### src/adcpt_defs.svh
// Purpose: Offsets, field positions and reset values of the converter control block
// Assumes: Registers reached over AXI4-Lite, one aligned word each
// Notes: Printed offsets are not multiples of four, so byte address is index times four
`ifndef ADCPT_DEFS_SVH
`define ADCPT_DEFS_SVH

// ****************************************
// Register indices and byte addresses
// ****************************************
`define ADCPT_IDX_CTRL2 4'h2
`define ADCPT_IDX_CTRL3 4'h3
`define ADCPT_IDX_STAT2 4'h8
`define ADCPT_IDX_IRQ_STAT 4'h9
`define ADCPT_IDX_IRQ_MASK 4'hA
`define ADCPT_IDX_RESULT0 4'h0
`define ADCPT_RESULT_BASE 8'h40
`define ADCPT_ADDR_W 8

// ****************************************
// Control register two field positions
// ****************************************
`define ADCPT_B_POWER 7
`define ADCPT_B_FASTCLR 6
`define ADCPT_B_WAITPD 5
`define ADCPT_B_TRIGLE 4
`define ADCPT_B_TRIGP 3
`define ADCPT_B_TRIGE 2
`define ADCPT_B_IRQEN 1
`define ADCPT_B_IRQFLAG 0
`define ADCPT_CTRL2_WMASK 8'hFE
`define ADCPT_CTRL2_RST 8'h00
`define ADCPT_CTRL3_RST 8'h20

// ****************************************
// Interrupt status bits and timing
// ****************************************
`define ADCPT_IRQ_SEQ 0
`define ADCPT_IRQ_TRIG 1
`define ADCPT_RECOVERY_NS 20000
`define ADCPT_CLK_NS 8
`define ADCPT_RECOVERY_CYC ((`ADCPT_RECOVERY_NS + `ADCPT_CLK_NS - 1) / `ADCPT_CLK_NS)
`define ADCPT_CONV_CYC 16'h0020
`define ADCPT_OKAY 2'b00
`define ADCPT_SLVERR 2'b10

`endif

### src/adcpt_pkg.sv
// Purpose: Types of the converter control block
// Assumes: Used by package-qualified names only
// Notes: State of the top module, apart from the result registers, is one packed struct
package adcpt_pkg;

  // ****************************************
  // Sequence states, one-hot
  // ****************************************
  typedef enum logic [3:0] {
    ADCPT_OFF = 4'b0001,
    ADCPT_RECOVER = 4'b0010,
    ADCPT_IDLE = 4'b0100,
    ADCPT_CONVERT = 4'b1000
  } adcpt_state_t;

  // Pending bus write
  typedef struct packed {
    logic aw_v;
    logic [7:0] aw_a;
    logic w_v;
    logic [31:0] w_d;
    logic [3:0] w_s;
  } adcpt_wr_t;

  // Module state except the result registers
  typedef struct packed {
    adcpt_state_t st;
    logic [15:0] cnt;
    logic [7:0] ctrl2;
    logic [7:0] ctrl3;
    logic [7:0] ccf;
    logic [7:0] ccf_armed;
    logic sequence_complete_flag;
    logic [2:0] slot;
    logic [2:0] done_cnt;
    logic [1:0] irq_st;
    logic [1:0] irq_mask;
    logic trig_s1;
    logic trig_s2;
    logic trig_prev;
    logic wait_s1;
    logic wait_s2;
    logic halted;
    adcpt_wr_t wr;
    logic bvalid;
    logic [1:0] bresp;
    logic rvalid;
    logic [31:0] rdata;
    logic [1:0] rresp;
  } adcpt_state_all_t;

endpackage : adcpt_pkg

### src/adcpt_ctrl.sv
// Purpose: Power, trigger and interrupt control of an 8-channel converter
// Assumes: Single clock, AXI4-Lite register access, wait and trigger from pins
// Notes: Conversion timing is modelled by a counter; result data come from RESULT_DATA
`timescale 1ns/1ns
`default_nettype none
`include "adcpt_defs.svh"

// Function
// - Control two write aborts, never starts sequence
// - Control three write aborts, never starts sequence
// - Power bit zero powers converter down
// - Recovery period after power-up before converting, cut short by a control two or three write
// - Normal clear: status read then result read
// - Fast clear: any result access clears flag
// - Wait power-down bit halts converter in wait
// - Leaving wait resumes the halted conversion
// - Level/edge and polarity select trigger sensitivity
// - Trigger enable takes trigger from channel 7
// - Interrupt enable requests on sequence complete flag
// - Interrupt flag mirrors complete flag when enabled
// - Writes to interrupt flag bit are ignored
// - Abort resets result placement counter; restart keeps it
module adcpt_ctrl #(
  parameter int RECOVERY_CYC = `ADCPT_RECOVERY_CYC,
  parameter int SEQ_LEN = 4
) (
  // Clock and reset
  input wire logic CLK,
  input wire logic RSTN,
  // AXI4-Lite write address and data
  input wire logic [7:0] AWADDR,
  input wire logic AWVALID,
  output logic AWREADY,
  input wire logic [31:0] WDATA,
  input wire logic [3:0] WSTRB,
  input wire logic WVALID,
  output logic WREADY,
  // AXI4-Lite write response
  output logic [1:0] BRESP,
  output logic BVALID,
  input wire logic BREADY,
  // AXI4-Lite read
  input wire logic [7:0] ARADDR,
  input wire logic ARVALID,
  output logic ARREADY,
  output logic [31:0] RDATA,
  output logic [1:0] RRESP,
  output logic RVALID,
  input wire logic RREADY,
  // Pins and converter side
  input wire logic TRIG_CH7,
  input wire logic WAIT_MODE,
  input wire logic [9:0] RESULT_DATA,
  output logic ANALOG_POWER,
  output logic CONV_ACTIVE,
  output logic [2:0] RESULT_SLOT,
  output logic IRQ,
  output logic SEQ_IRQ
);

  // ****************************************
  // State registers
  // ****************************************
  adcpt_pkg::adcpt_state_all_t s_q; // Registered state
  adcpt_pkg::adcpt_state_all_t s_d; // Next state
  logic [9:0] result_q [8]; // Result registers

  // Result register access decoder, used for reads and writes
  function automatic logic is_result(input logic [7:0] a);
    is_result = (a[7:5] == 3'(`ADCPT_RESULT_BASE >> 5)) && (a[1:0] == 2'b00);
  endfunction : is_result

  // Trigger sensitivity evaluation
  function automatic logic trig_hit(input logic le, input logic pol, input logic cur,
                                    input logic prev);
    if (le) begin
      trig_hit = (cur == pol);
    end else begin
      trig_hit = pol ? (cur && !prev) : (!cur && prev);
    end
  endfunction : trig_hit

  logic aw_take; // Address accepted
  logic w_take; // Data accepted
  logic wr_go; // Both halves present
  logic rd_go; // Read accepted
  logic [3:0] wr_idx; // Write register index
  logic [3:0] rd_idx; // Read register index
  logic halt; // Converter held in wait
  logic trig_fire; // Trigger event
  logic seq_flag; // Interrupt flag view

  assign aw_take = AWVALID && !s_q.wr.aw_v && !s_q.bvalid;
  assign w_take = WVALID && !s_q.wr.w_v && !s_q.bvalid;
  assign AWREADY = !s_q.wr.aw_v && !s_q.bvalid;
  assign WREADY = !s_q.wr.w_v && !s_q.bvalid;
  assign ARREADY = !s_q.rvalid;
  assign rd_go = ARVALID && !s_q.rvalid;
  assign wr_go = s_q.wr.aw_v && s_q.wr.w_v;
  assign wr_idx = s_q.wr.aw_a[5:2];
  assign rd_idx = ARADDR[5:2];
  assign halt = s_q.ctrl2[`ADCPT_B_WAITPD] && s_q.wait_s2;
  assign seq_flag = s_q.ctrl2[`ADCPT_B_IRQEN] && s_q.sequence_complete_flag;
  assign trig_fire = s_q.ctrl2[`ADCPT_B_TRIGE] && trig_hit(s_q.ctrl2[`ADCPT_B_TRIGLE],
                     s_q.ctrl2[`ADCPT_B_TRIGP], s_q.trig_s2, s_q.trig_prev);

  // ****************************************
  // Next-state logic
  // ****************************************
  always_comb begin
    logic abort;
    logic [7:0] wd;
    logic [2:0] rslot;
    abort = 1'b0;
    wd = 8'h00;
    rslot = 3'd0;
    s_d = s_q;
    // Synchronisers for pins
    s_d.trig_s1 = TRIG_CH7;
    s_d.trig_s2 = s_q.trig_s1;
    s_d.trig_prev = s_q.trig_s2;
    s_d.wait_s1 = WAIT_MODE;
    s_d.wait_s2 = s_q.wait_s1;
    // Capture write halves
    if (aw_take) begin
      s_d.wr.aw_v = 1'b1;
      s_d.wr.aw_a = AWADDR;
    end
    if (w_take) begin
      s_d.wr.w_v = 1'b1;
      s_d.wr.w_d = WDATA;
      s_d.wr.w_s = WSTRB;
    end
    if (s_q.bvalid && BREADY) begin
      s_d.bvalid = 1'b0;
    end
    if (s_q.rvalid && RREADY) begin
      s_d.rvalid = 1'b0;
    end
    // Write execution
    if (wr_go) begin
      wd = s_q.wr.w_d[7:0];
      s_d.wr.aw_v = 1'b0;
      s_d.wr.w_v = 1'b0;
      s_d.bvalid = 1'b1;
      s_d.bresp = `ADCPT_OKAY;
      if (is_result(s_q.wr.aw_a)) begin
        if (s_q.ctrl2[`ADCPT_B_FASTCLR]) begin
          s_d.ccf[s_q.wr.aw_a[4:2]] = 1'b0;
        end
      end else if (!s_q.wr.w_s[0]) begin
        s_d.bresp = `ADCPT_OKAY;
      end else if (wr_idx == `ADCPT_IDX_CTRL2) begin
        // Flag bit keeps its value; it is not stored
        s_d.ctrl2 = wd & `ADCPT_CTRL2_WMASK;
        abort = 1'b1;
      end else if (wr_idx == `ADCPT_IDX_CTRL3) begin
        s_d.ctrl3 = wd;
        abort = 1'b1;
      end else if (wr_idx == `ADCPT_IDX_IRQ_STAT) begin
        s_d.irq_st = s_q.irq_st & ~wd[1:0];
      end else if (wr_idx == `ADCPT_IDX_IRQ_MASK) begin
        s_d.irq_mask = wd[1:0];
      end else if (wr_idx == `ADCPT_IDX_STAT2) begin
        s_d.bresp = `ADCPT_OKAY;
      end else begin
        s_d.bresp = `ADCPT_SLVERR;
      end
    end
    // Read execution
    if (rd_go) begin
      s_d.rvalid = 1'b1;
      s_d.rresp = `ADCPT_OKAY;
      s_d.rdata = 32'h0000_0000;
      if (is_result(ARADDR)) begin
        rslot = ARADDR[4:2];
        s_d.rdata = {22'h00_0000, result_q[rslot]};
        if (s_q.ctrl2[`ADCPT_B_FASTCLR] || s_q.ccf_armed[rslot]) begin
          s_d.ccf[rslot] = 1'b0;
        end
        s_d.ccf_armed[rslot] = 1'b0;
      end else if (rd_idx == `ADCPT_IDX_CTRL2) begin
        s_d.rdata = {24'h00_0000, s_q.ctrl2[7:1], seq_flag};
      end else if (rd_idx == `ADCPT_IDX_CTRL3) begin
        s_d.rdata = {24'h00_0000, s_q.ctrl3};
      end else if (rd_idx == `ADCPT_IDX_STAT2) begin
        s_d.rdata = {24'h00_0000, s_q.ccf};
        s_d.ccf_armed = s_q.ccf;
      end else if (rd_idx == `ADCPT_IDX_IRQ_STAT) begin
        s_d.rdata = {30'h0000_0000, s_q.irq_st};
      end else if (rd_idx == `ADCPT_IDX_IRQ_MASK) begin
        s_d.rdata = {30'h0000_0000, s_q.irq_mask};
      end else begin
        s_d.rresp = `ADCPT_SLVERR;
      end
    end
    // Sequencer
    case (s_q.st)
      adcpt_pkg::ADCPT_OFF: begin
        if (s_q.ctrl2[`ADCPT_B_POWER]) begin
          s_d.st = adcpt_pkg::ADCPT_RECOVER;
          s_d.cnt = 16'(RECOVERY_CYC);
        end
      end
      adcpt_pkg::ADCPT_RECOVER: begin
        if (s_q.cnt <= 16'd1) begin
          s_d.st = adcpt_pkg::ADCPT_IDLE;
        end else begin
          s_d.cnt = s_q.cnt - 16'd1;
        end
      end
      adcpt_pkg::ADCPT_IDLE: begin
        if (trig_fire) begin
          s_d.st = adcpt_pkg::ADCPT_CONVERT;
          s_d.cnt = `ADCPT_CONV_CYC;
          s_d.done_cnt = 3'd0;
          s_d.sequence_complete_flag = 1'b0;
        end
      end
      adcpt_pkg::ADCPT_CONVERT: begin
        if (halt) begin
          s_d.halted = 1'b1;
        end else if (s_q.halted) begin
          s_d.halted = 1'b0;
        end else if (s_q.cnt <= 16'd1) begin
          s_d.ccf[s_q.slot] = 1'b1;
          s_d.slot = s_q.slot + 3'd1;
          s_d.cnt = `ADCPT_CONV_CYC;
          s_d.done_cnt = s_q.done_cnt + 3'd1;
          if (s_q.done_cnt == 3'(SEQ_LEN - 1)) begin
            s_d.st = adcpt_pkg::ADCPT_IDLE;
            s_d.sequence_complete_flag = 1'b1;
            s_d.irq_st[`ADCPT_IRQ_SEQ] = 1'b1;
          end
        end else begin
          s_d.cnt = s_q.cnt - 16'd1;
        end
      end
      default: begin
        s_d.st = adcpt_pkg::ADCPT_OFF;
      end
    endcase
    if (trig_fire && s_q.st != adcpt_pkg::ADCPT_OFF) begin
      s_d.irq_st[`ADCPT_IRQ_TRIG] = 1'b1;
    end
    // Abort from control writes: stop, no restart, slot back to zero
    if (abort) begin
      s_d.st = adcpt_pkg::ADCPT_IDLE;
      s_d.slot = 3'd0;
      s_d.done_cnt = 3'd0;
      s_d.halted = 1'b0;
    end
    // Power-down dominates everything
    if (!s_d.ctrl2[`ADCPT_B_POWER]) begin
      s_d.st = adcpt_pkg::ADCPT_OFF;
      s_d.halted = 1'b0;
    end else if (s_q.st == adcpt_pkg::ADCPT_OFF) begin
      s_d.st = adcpt_pkg::ADCPT_RECOVER;
      s_d.cnt = 16'(RECOVERY_CYC);
    end
  end

  // ****************************************
  // State register
  // ****************************************
  always_ff @(posedge CLK or negedge RSTN) begin
    if (!RSTN) begin
      s_q <= '0;
      s_q.st <= adcpt_pkg::ADCPT_OFF;
      s_q.ctrl2 <= `ADCPT_CTRL2_RST;
      s_q.ctrl3 <= `ADCPT_CTRL3_RST;
    end else begin
      s_q <= s_d;
    end
  end

  // Result store for completed conversions
  always_ff @(posedge CLK) begin
    if (s_q.st == adcpt_pkg::ADCPT_CONVERT && !halt && !s_q.halted && s_q.cnt <= 16'd1) begin
      result_q[s_q.slot] <= RESULT_DATA;
    end
  end

  // ****************************************
  // Outputs
  // ****************************************
  assign BVALID = s_q.bvalid;
  assign BRESP = s_q.bresp;
  assign RVALID = s_q.rvalid;
  assign RDATA = s_q.rdata;
  assign RRESP = s_q.rresp;
  assign ANALOG_POWER = s_q.ctrl2[`ADCPT_B_POWER] && !halt;
  // Drops with the power in the very cycle that wait halts the converter
  assign CONV_ACTIVE = s_q.st == adcpt_pkg::ADCPT_CONVERT && !s_q.halted && !halt;
  assign RESULT_SLOT = s_q.slot;
  assign SEQ_IRQ = seq_flag;
  assign IRQ = |(s_q.irq_st & s_q.irq_mask);

endmodule : adcpt_ctrl
`default_nettype wire

### config.mk
export PLATFORM = sky130hd
export DESIGN_NAME = adcpt_ctrl
export DESIGN_NICKNAME = d
export VERILOG_FILES = /design/src/adcpt_pkg.sv /design/src/adcpt_ctrl.sv
export VERILOG_INCLUDE_DIRS = /design/src
export SDC_FILE = /design/constraint.sdc
export NUM_CORES = 1
export LEC_CHECK = 0
export ABC_AREA = 1
export BUFFER_PORTS_ARGS = -buffer_cell sky130_fd_sc_hd__buf_4
export CAP_MARGIN = 10
export CELL_PAD_IN_SITES_DETAIL_PLACEMENT = 0
export CELL_PAD_IN_SITES_GLOBAL_PLACEMENT = 1
export CORE_ASPECT_RATIO = 1.75
export CORE_MARGIN = 5
export CORE_UTILIZATION = 44
export CTS_CLUSTER_SIZE = 20
export DETAILED_ROUTE_END_ITERATION = 6
export PLACE_DENSITY = 0.85
export SYNTH_ARGS = -nofsm -noshare
export SYNTH_HDL_FRONTEND = slang
export SYNTH_SLANG_ARGS = --single-unit
### constraint.sdc
create_clock -name CLK -period 2.6 [get_ports CLK]
set_input_delay 0.52 -clock CLK [delete_from_list [all_inputs] [get_ports CLK]]
set_output_delay 0.52 -clock CLK [all_outputs]
set_load 0.1 [all_outputs]
==> impl_metrics.env, run 1 <==
export IMPL_area_growth_pct=14.3
export IMPL_syn_area_sq_mm=0.00894
export IMPL_worstMarginPinSlew_ns=0.581
export IMPL_coreArea_sq_mm=0.0202
export IMPL_num_vias=6835
export IMPL_overflow=0
export IMPL_cts_root_buf="clkbuf_16"
export IMPL_cts_resized=0
export IMPL_rsz0062_at_grt="false"
export IMPL_crit_family="buffers and inverters"
export IMPL_path_common_cell="inv_2"
export IMPL_period_share_pct=90.9
export IMPL_yosys_register_bits=181
export IMPL_clock_skew_ns=0.00857
export IMPL_required_ns=2.08
export IMPL_num_io_pins=119
export IMPL_routed_via_density=5.20
export IMPL_floorplan_initialDensity_pct=44.2
export IMPL_globalplace_congestion=0.894
export IMPL_timing_fmax_mhz=423
export IMPL_grt_use_total_pct=20.0
export IMPL_status="completed"
export IMPL_drive_above_1_share_pct=17.9
export IMPL_synth_most_common_cell="nand2_1"
export IMPL_path_cells="nor2_2 > inv_2 > nor2_8 > nand2_2 > inv_2 > buf_4"
export IMPL_synth_seq_area_share_pct=55.2
export IMPL_die_area_sq_mm=0.0234
export IMPL_post_route_worst_setup_slack_ns=0.236
export IMPL_synth_enable_flop_cells=80
export IMPL_numClockSinks=181
export IMPL_vdd_drop_max_v=0.000776
export IMPL_antenna_left=0
export IMPL_dr_first_iter_drc_count=382
export IMPL_synth_cells=981
export IMPL_clockBufferDepth=2
export IMPL_max_stage_delay_ns=0.40
export IMPL_cts_buffers=17
export IMPL_yosysWarningCount=0
export IMPL_crit_type="register to output port"
export IMPL_hold_buffers=1
export IMPL_drc=0
export IMPL_grt_pass1_wl_mm=36.4
export IMPL_max_slew_margin_pct=61.2
export IMPL_cp_num_buf_inv=3
export IMPL_antenna_found_initial=0
export IMPL_die_w_um=118
export IMPL_setup_viol=0
export IMPL_cts_tree="done"
export IMPL_async_flop_share_pct=55.8
export IMPL_synth_largest_area_cell="dfrtp_1"
export IMPL_clk_pin_slew_ns=0.07
export IMPL_worstPathArrival_ns=1.84
export IMPL_fp_dieH_um=199
export IMPL_diodes=0
export IMPL_ys_types=45
export IMPL_synth_top_area_share_pct=27.7
export IMPL_end_kind="output port"
export IMPL_avgRoutedWirePerCell_um=17.3
export IMPL_io_buffers=67
export IMPL_synthFlopType="dfrtp_1"
export IMPL_htree_levels=4
export IMPL_slew_violations=0
export IMPL_rows=69
export IMPL_leakage_nw=4.62
export IMPL_cpMaxStageDelayCell="dfrtp_1"
export IMPL_avgSynthCellArea_sq_um=9.11
export IMPL_critPathMaxFanout=7
export IMPL_cp_start_kind="register"
export IMPL_wl_mm=22.8
export IMPL_insertion_delay_ns=0.43
export IMPL_dpl_cell_area_sq_mm=0.00963
export IMPL_cts_setup_buffers=0
export IMPL_synthTopCellsByArea="dfrtp_1, edfxtp_1, nand2_1, inv_1, buf_4"
export IMPL_power_density_mw_per_mm2=887
export IMPL_power_mw=9.05
export IMPL_holdWs_ns=0.193
export IMPL_finalHoldViolations=0
export IMPL_grt_pass1_vias=6986
export IMPL_pre_cts_ws_ns=0.369
export IMPL_final_area_sq_mm=0.0102
export IMPL_grt_max_degree=59
export IMPL_hpwl_mm=16.9
export IMPL_min_path_type="input pin to register"
export IMPL_finalNetCount=1131
export IMPL_first_pass_iters=4
export IMPL_post_route_min_period_ns=2.36
export IMPL_synthTopCellsByCount="nand2_1, inv_1, dfrtp_1, nor2_1, edfxtp_1"
export IMPL_maxCapViolations=0
==> worst reg2reg max path: cells and delay by family (launching register included) <==
| family | cells | cell delay (ns) |
|---|---|---|
| adders and majority gates | 1 | 0.24 |
| buffers and inverters | 5 | 0.61 |
| DFF | 1 | 0.41 |
| and+or+nand+nor | 7 | 0.70 |
==> cell usage in the layout, fill, tap and decap left out, types with 3 or more instances in the layout <==
cell type / count
mux2_2: 4
nor2_8: 4
nand2_1: 256
nand2_4: 6
nand3_2: 4
o21ai_0: 50
a22oi_1: 18
buf_4: 86
nor2_1: 85
a21oi_2: 6
inv_2: 11
clkbuf_16: 17
clkinvlp_4: 3
inv_6: 5
o22ai_1: 8
nand2_2: 10
inv_1: 102
a31oi_1: 10
nor2_2: 9
o21ai_1: 16
a21oi_1: 38
dfrtp_1: 98
conb_1: 24
nor2_4: 6
edfxtp_1: 80
nor3_1: 10
ha_1: 6
nand3_1: 35
nand4_1: 26
==> registers in the layout (all words and copies together) (netlist names) <==
name         cells
s_d              3
BRESP            1
s_q             81
RDATA           10
RESULT_SLOT      3
RRESP            1
RVALID           1
BVALID           1
result_q        80
==> final cells by class <==
| cell class | instances | area, sq um |
|---|---|---|
| inverters | 117 | 453 |
| repair buffers | 89 | 696 |
| flip-flops and latches | 181 | 4930 |
| fillers | 1932 | 9990 |
| clock inverters | 14 | 143 |
| clock buffers | 18 | 429 |
| multi-input cells | 648 | 3250 |
| well taps | 248 | 310 |
==> routing by layer <==
layer  GRT usage [%]  vias up  share of wire (%)  wire (um)
met5               0        -                  0          0
met4            13.0        0                5.7       1300
met3            3.70       65                3.5        788
met2            36.5      175                 54      12300
met1            21.0     3268                 37       8410
li1                -     3327                  -          -
==> stage by stage <==
stage / utilization [%] / cells / TNS (ns)
after floorplan: - / 1004 / -9.88
after global placement: 47.7 / 1282 / 0
after detailed placement: 47.7 / 1282 / 0
after CTS: 50.5 / 1315 / 0
after global routing: 50.5 / 1315 / 0
final: 50.5 / 1315 / 0
==> final timing paths <==
| path | cells after the start | slack [ns] | from | to |
|---|---|---|---|---|
| worst max-delay path | 6 | 0.24 | s_q[150] | CONV_ACTIVE |
| worst min-delay path | 1 | 0.19 | TRIG_CH7 | s_d[88] |
| worst max register to register | 13 | 0.35 | s_q[133] | result_q[6][2] |
| worst min register to register | 0 | 0.35 | s_d[88] | s_d[87] |
| max in group asynchronous | 3 | 1.39 | RSTN | s_q[149] |
| min in group asynchronous | 2 | 0.49 | RSTN | RRESP[1] |
==> logic make-up (layout without fill, tap and decap cells) <==
kind of cell,count (synthesis),after routing,share of synthesized area (%)
fa+ha+maj,6,6,0.840
buf+inv,175,238,9.45
compound gates,155,155,10.1
simple gates,458,458,23.8
mux,4,4,0.504
xor+xnor,1,1,0.0980
other cells,1,24,0.0420
flops,181,181,55.2
==> report_power, final <==
group          switching, mW  total, mW  leakage (nW)  internal [mW]
Clock                   1.14       2.49         0.274           1.35
Sequential             0.290       3.68          1.92           3.39
Combinational           2.16       2.89          2.42          0.730
Note: power is estimated with default switching activity, not from simulation.
==> inputs of run 2 (changes only) <==
--- a/config.mk
+++ b/config.mk
@@ -17,6 +17,7 @@
 export CTS_CLUSTER_SIZE = 20
 export DETAILED_ROUTE_END_ITERATION = 6
 export PLACE_DENSITY = 0.85
+export RECOVER_POWER = 50
 export SYNTH_ARGS = -nofsm -noshare
 export SYNTH_HDL_FRONTEND = slang
 export SYNTH_SLANG_ARGS = --single-unit
==> run 2 against run 1 <==
Effect of this change:
- register-to-register slack barely moved
- global-route usage is the same
- clock skew about the same
- die area unchanged
- final cell count is the same
- worst hold slack improved by 0.021 ns
- clock power about the same
- clock-buffer cell count did not move
- sequential share of layout area up 0.38 points
- sequential power about the same
- largest cell class unchanged
- fmax hardly changed
==> impl_metrics.env, run 2 (synthesis gave the netlist of run 1 again) <==
export IMPL_timing_fmax_mhz=423
export IMPL_first_pass_iters=5
export IMPL_min_from="TRIG_CH7"
export IMPL_min_path_type="input pin to register"
export IMPL_pre_cts_ws_ns=0.369
export IMPL_rows=69
export IMPL_grt_pass1_vias=6986
export IMPL_antenna_found_initial=0
export IMPL_antenna_left=0
export IMPL_avgRoutedWirePerCell_um=17.3
export IMPL_clk_pin_slew_ns=0.07
export IMPL_diodes=0
export IMPL_numClockSinks=181
export IMPL_end_kind="output port"
export IMPL_wl_mm=22.8
export IMPL_routed_via_density=5.20
export IMPL_cts_tree="done"
export IMPL_regMostFlops="s_q"
export IMPL_post_route_min_period_ns=2.36
export IMPL_status="completed"
export IMPL_cts_setup_buffers=0
export IMPL_io_buffers=67
export IMPL_place_inst=1282
export IMPL_fp_dieH_um=199
export IMPL_clock_skew_ns=0.00852
export IMPL_r2r_end="result_q[6][2]"
export IMPL_nFillCells=1947
export IMPL_dr_first_iter_drc_count=371
export IMPL_grt_max_degree=59
export IMPL_power_density_mw_per_mm2=890
export IMPL_die_w_um=118
export IMPL_setup_viol=0
export IMPL_setup_tns_ns=0
export IMPL_reg2reg_slack_ns=0.35
export IMPL_worstPathArrival_ns=1.84
export IMPL_grt_pass1_wl_mm=36.4
export IMPL_max_slew_margin_pct=28.6
export IMPL_cts_buffers=17
export IMPL_htree_levels=4
export IMPL_worstMarginPinSlew_ns=1.07
export IMPL_whs_endpoint="s_d[88]"
export IMPL_fin_util_pct=50.1
export IMPL_clockBufferDepth=2
export IMPL_vdd_drop_max_v=0.000777
export IMPL_slew_violations=0
export IMPL_coreArea_sq_mm=0.0202
export IMPL_insertion_delay_ns=0.43
export IMPL_maxCapViolations=0
export IMPL_worstHoldPathCells=1
export IMPL_cts_resized=0
export IMPL_r2r_start="s_q[133]"
export IMPL_leakage_nw=4.56
export IMPL_final_cell_mix="nand2_1, inv_1, dfrtp_1"
export IMPL_finalHoldViolations=0
export IMPL_floorplan_initialDensity_pct=44.2
export IMPL_drc=0
export IMPL_required_ns=2.08
export IMPL_num_io_pins=119
export IMPL_overflow=0
export IMPL_post_route_worst_setup_slack_ns=0.235
export IMPL_die_area_sq_mm=0.0234
export IMPL_drive_above_1_share_pct=16.5
export IMPL_grt_use_total_pct=20.0
export IMPL_hpwl_mm=16.9
export IMPL_finalNetCount=1131
export IMPL_power_mw=9.02
export IMPL_cp_start_kind="register"
export IMPL_area_growth_pct=13.4
export IMPL_cts_root_buf="clkbuf_16"
export IMPL_final_cells=1315
export IMPL_crit_type="register to output port"
export IMPL_num_vias=6835
export IMPL_final_common_cell="nand2_1"
export IMPL_period_share_pct=91.0
export IMPL_largest_reg_flops=81
export IMPL_r2r_cells=13
export IMPL_globalplace_congestion=0.894
export IMPL_critPathMaxFanout=7
export IMPL_rsz0062_at_grt="false"
run 2: changes by cell type in the layout (fill, tap and decap cells not counted), sizes merged:
| cell | before | now |
|---|---|---|
| buf | 88 | 72 |
| clkbuf | 18 | 34 |
run 2: stage by stage:
step	cell area (sq um)	hold WS [ns]
floorplan	9030	0.224
global placement	9630	0.333
detailed placement	9630	0.337
CTS	10200	0.175
global route	10100	0.199
finish	10100	0.214
run 2: worst max path at each step:
stage | end | cells past startpoint | start
6_report | CONV_ACTIVE | 6 | s_q[150]
4_1_cts | CONV_ACTIVE | 6 | s_q[150]
3_5_place_dp | result_q[6][7] | 13 | s_q[133]
2_1_floorplan | s_q[38] | 4 | BVALID
5_1_grt | BVALID | 3 | RSTN
3_3_place_gp | result_q[6][7] | 13 | s_q[133]
run 2: cell type report:
type / instances / area [sq um] / share of cell area (%)
clock inverters: 14 / 143 / 1.41
inverters: 117 / 450 / 4.45
clock buffers: 18 / 429 / 4.24
flip-flops and latches: 181 / 4930 / 48.7
multi-input cells: 648 / 3230 / 31.9
repair buffers: 89 / 636 / 6.27
well taps: 248 / 310 / 3.06
run 2: worst max-delay path, cell delays in order, from the launching register on:
cell	delay, ns
dfrtp_1	0.40
nor2_2	0.16
inv_2	0.10
nor2_8	0.15
nand2_2	0.15
inv_2	0.14
buf_4	0.31
run 2: report_power, final:
part | switching [mW] | internal, mW
clock network | 1.14 | 1.35
registers | 0.287 | 3.39
logic | 2.15 | 0.710
total | 3.57 | 5.44
run 2: routing by layer:
layer	share of wire, %	track usage [%]
met1	37	21.0
met2	54	36.5
met3	3.5	3.70
met5	0	0
met4	5.7	13.0
run 2: timing repair:
| action | 4_1_cts | 5_1_grt |
|---|---|---|
| hold buffers | 1 | 0 |
| hold endpoints to repair | 12 | 0 |
| setup endpoints to repair | 0 | 0 |
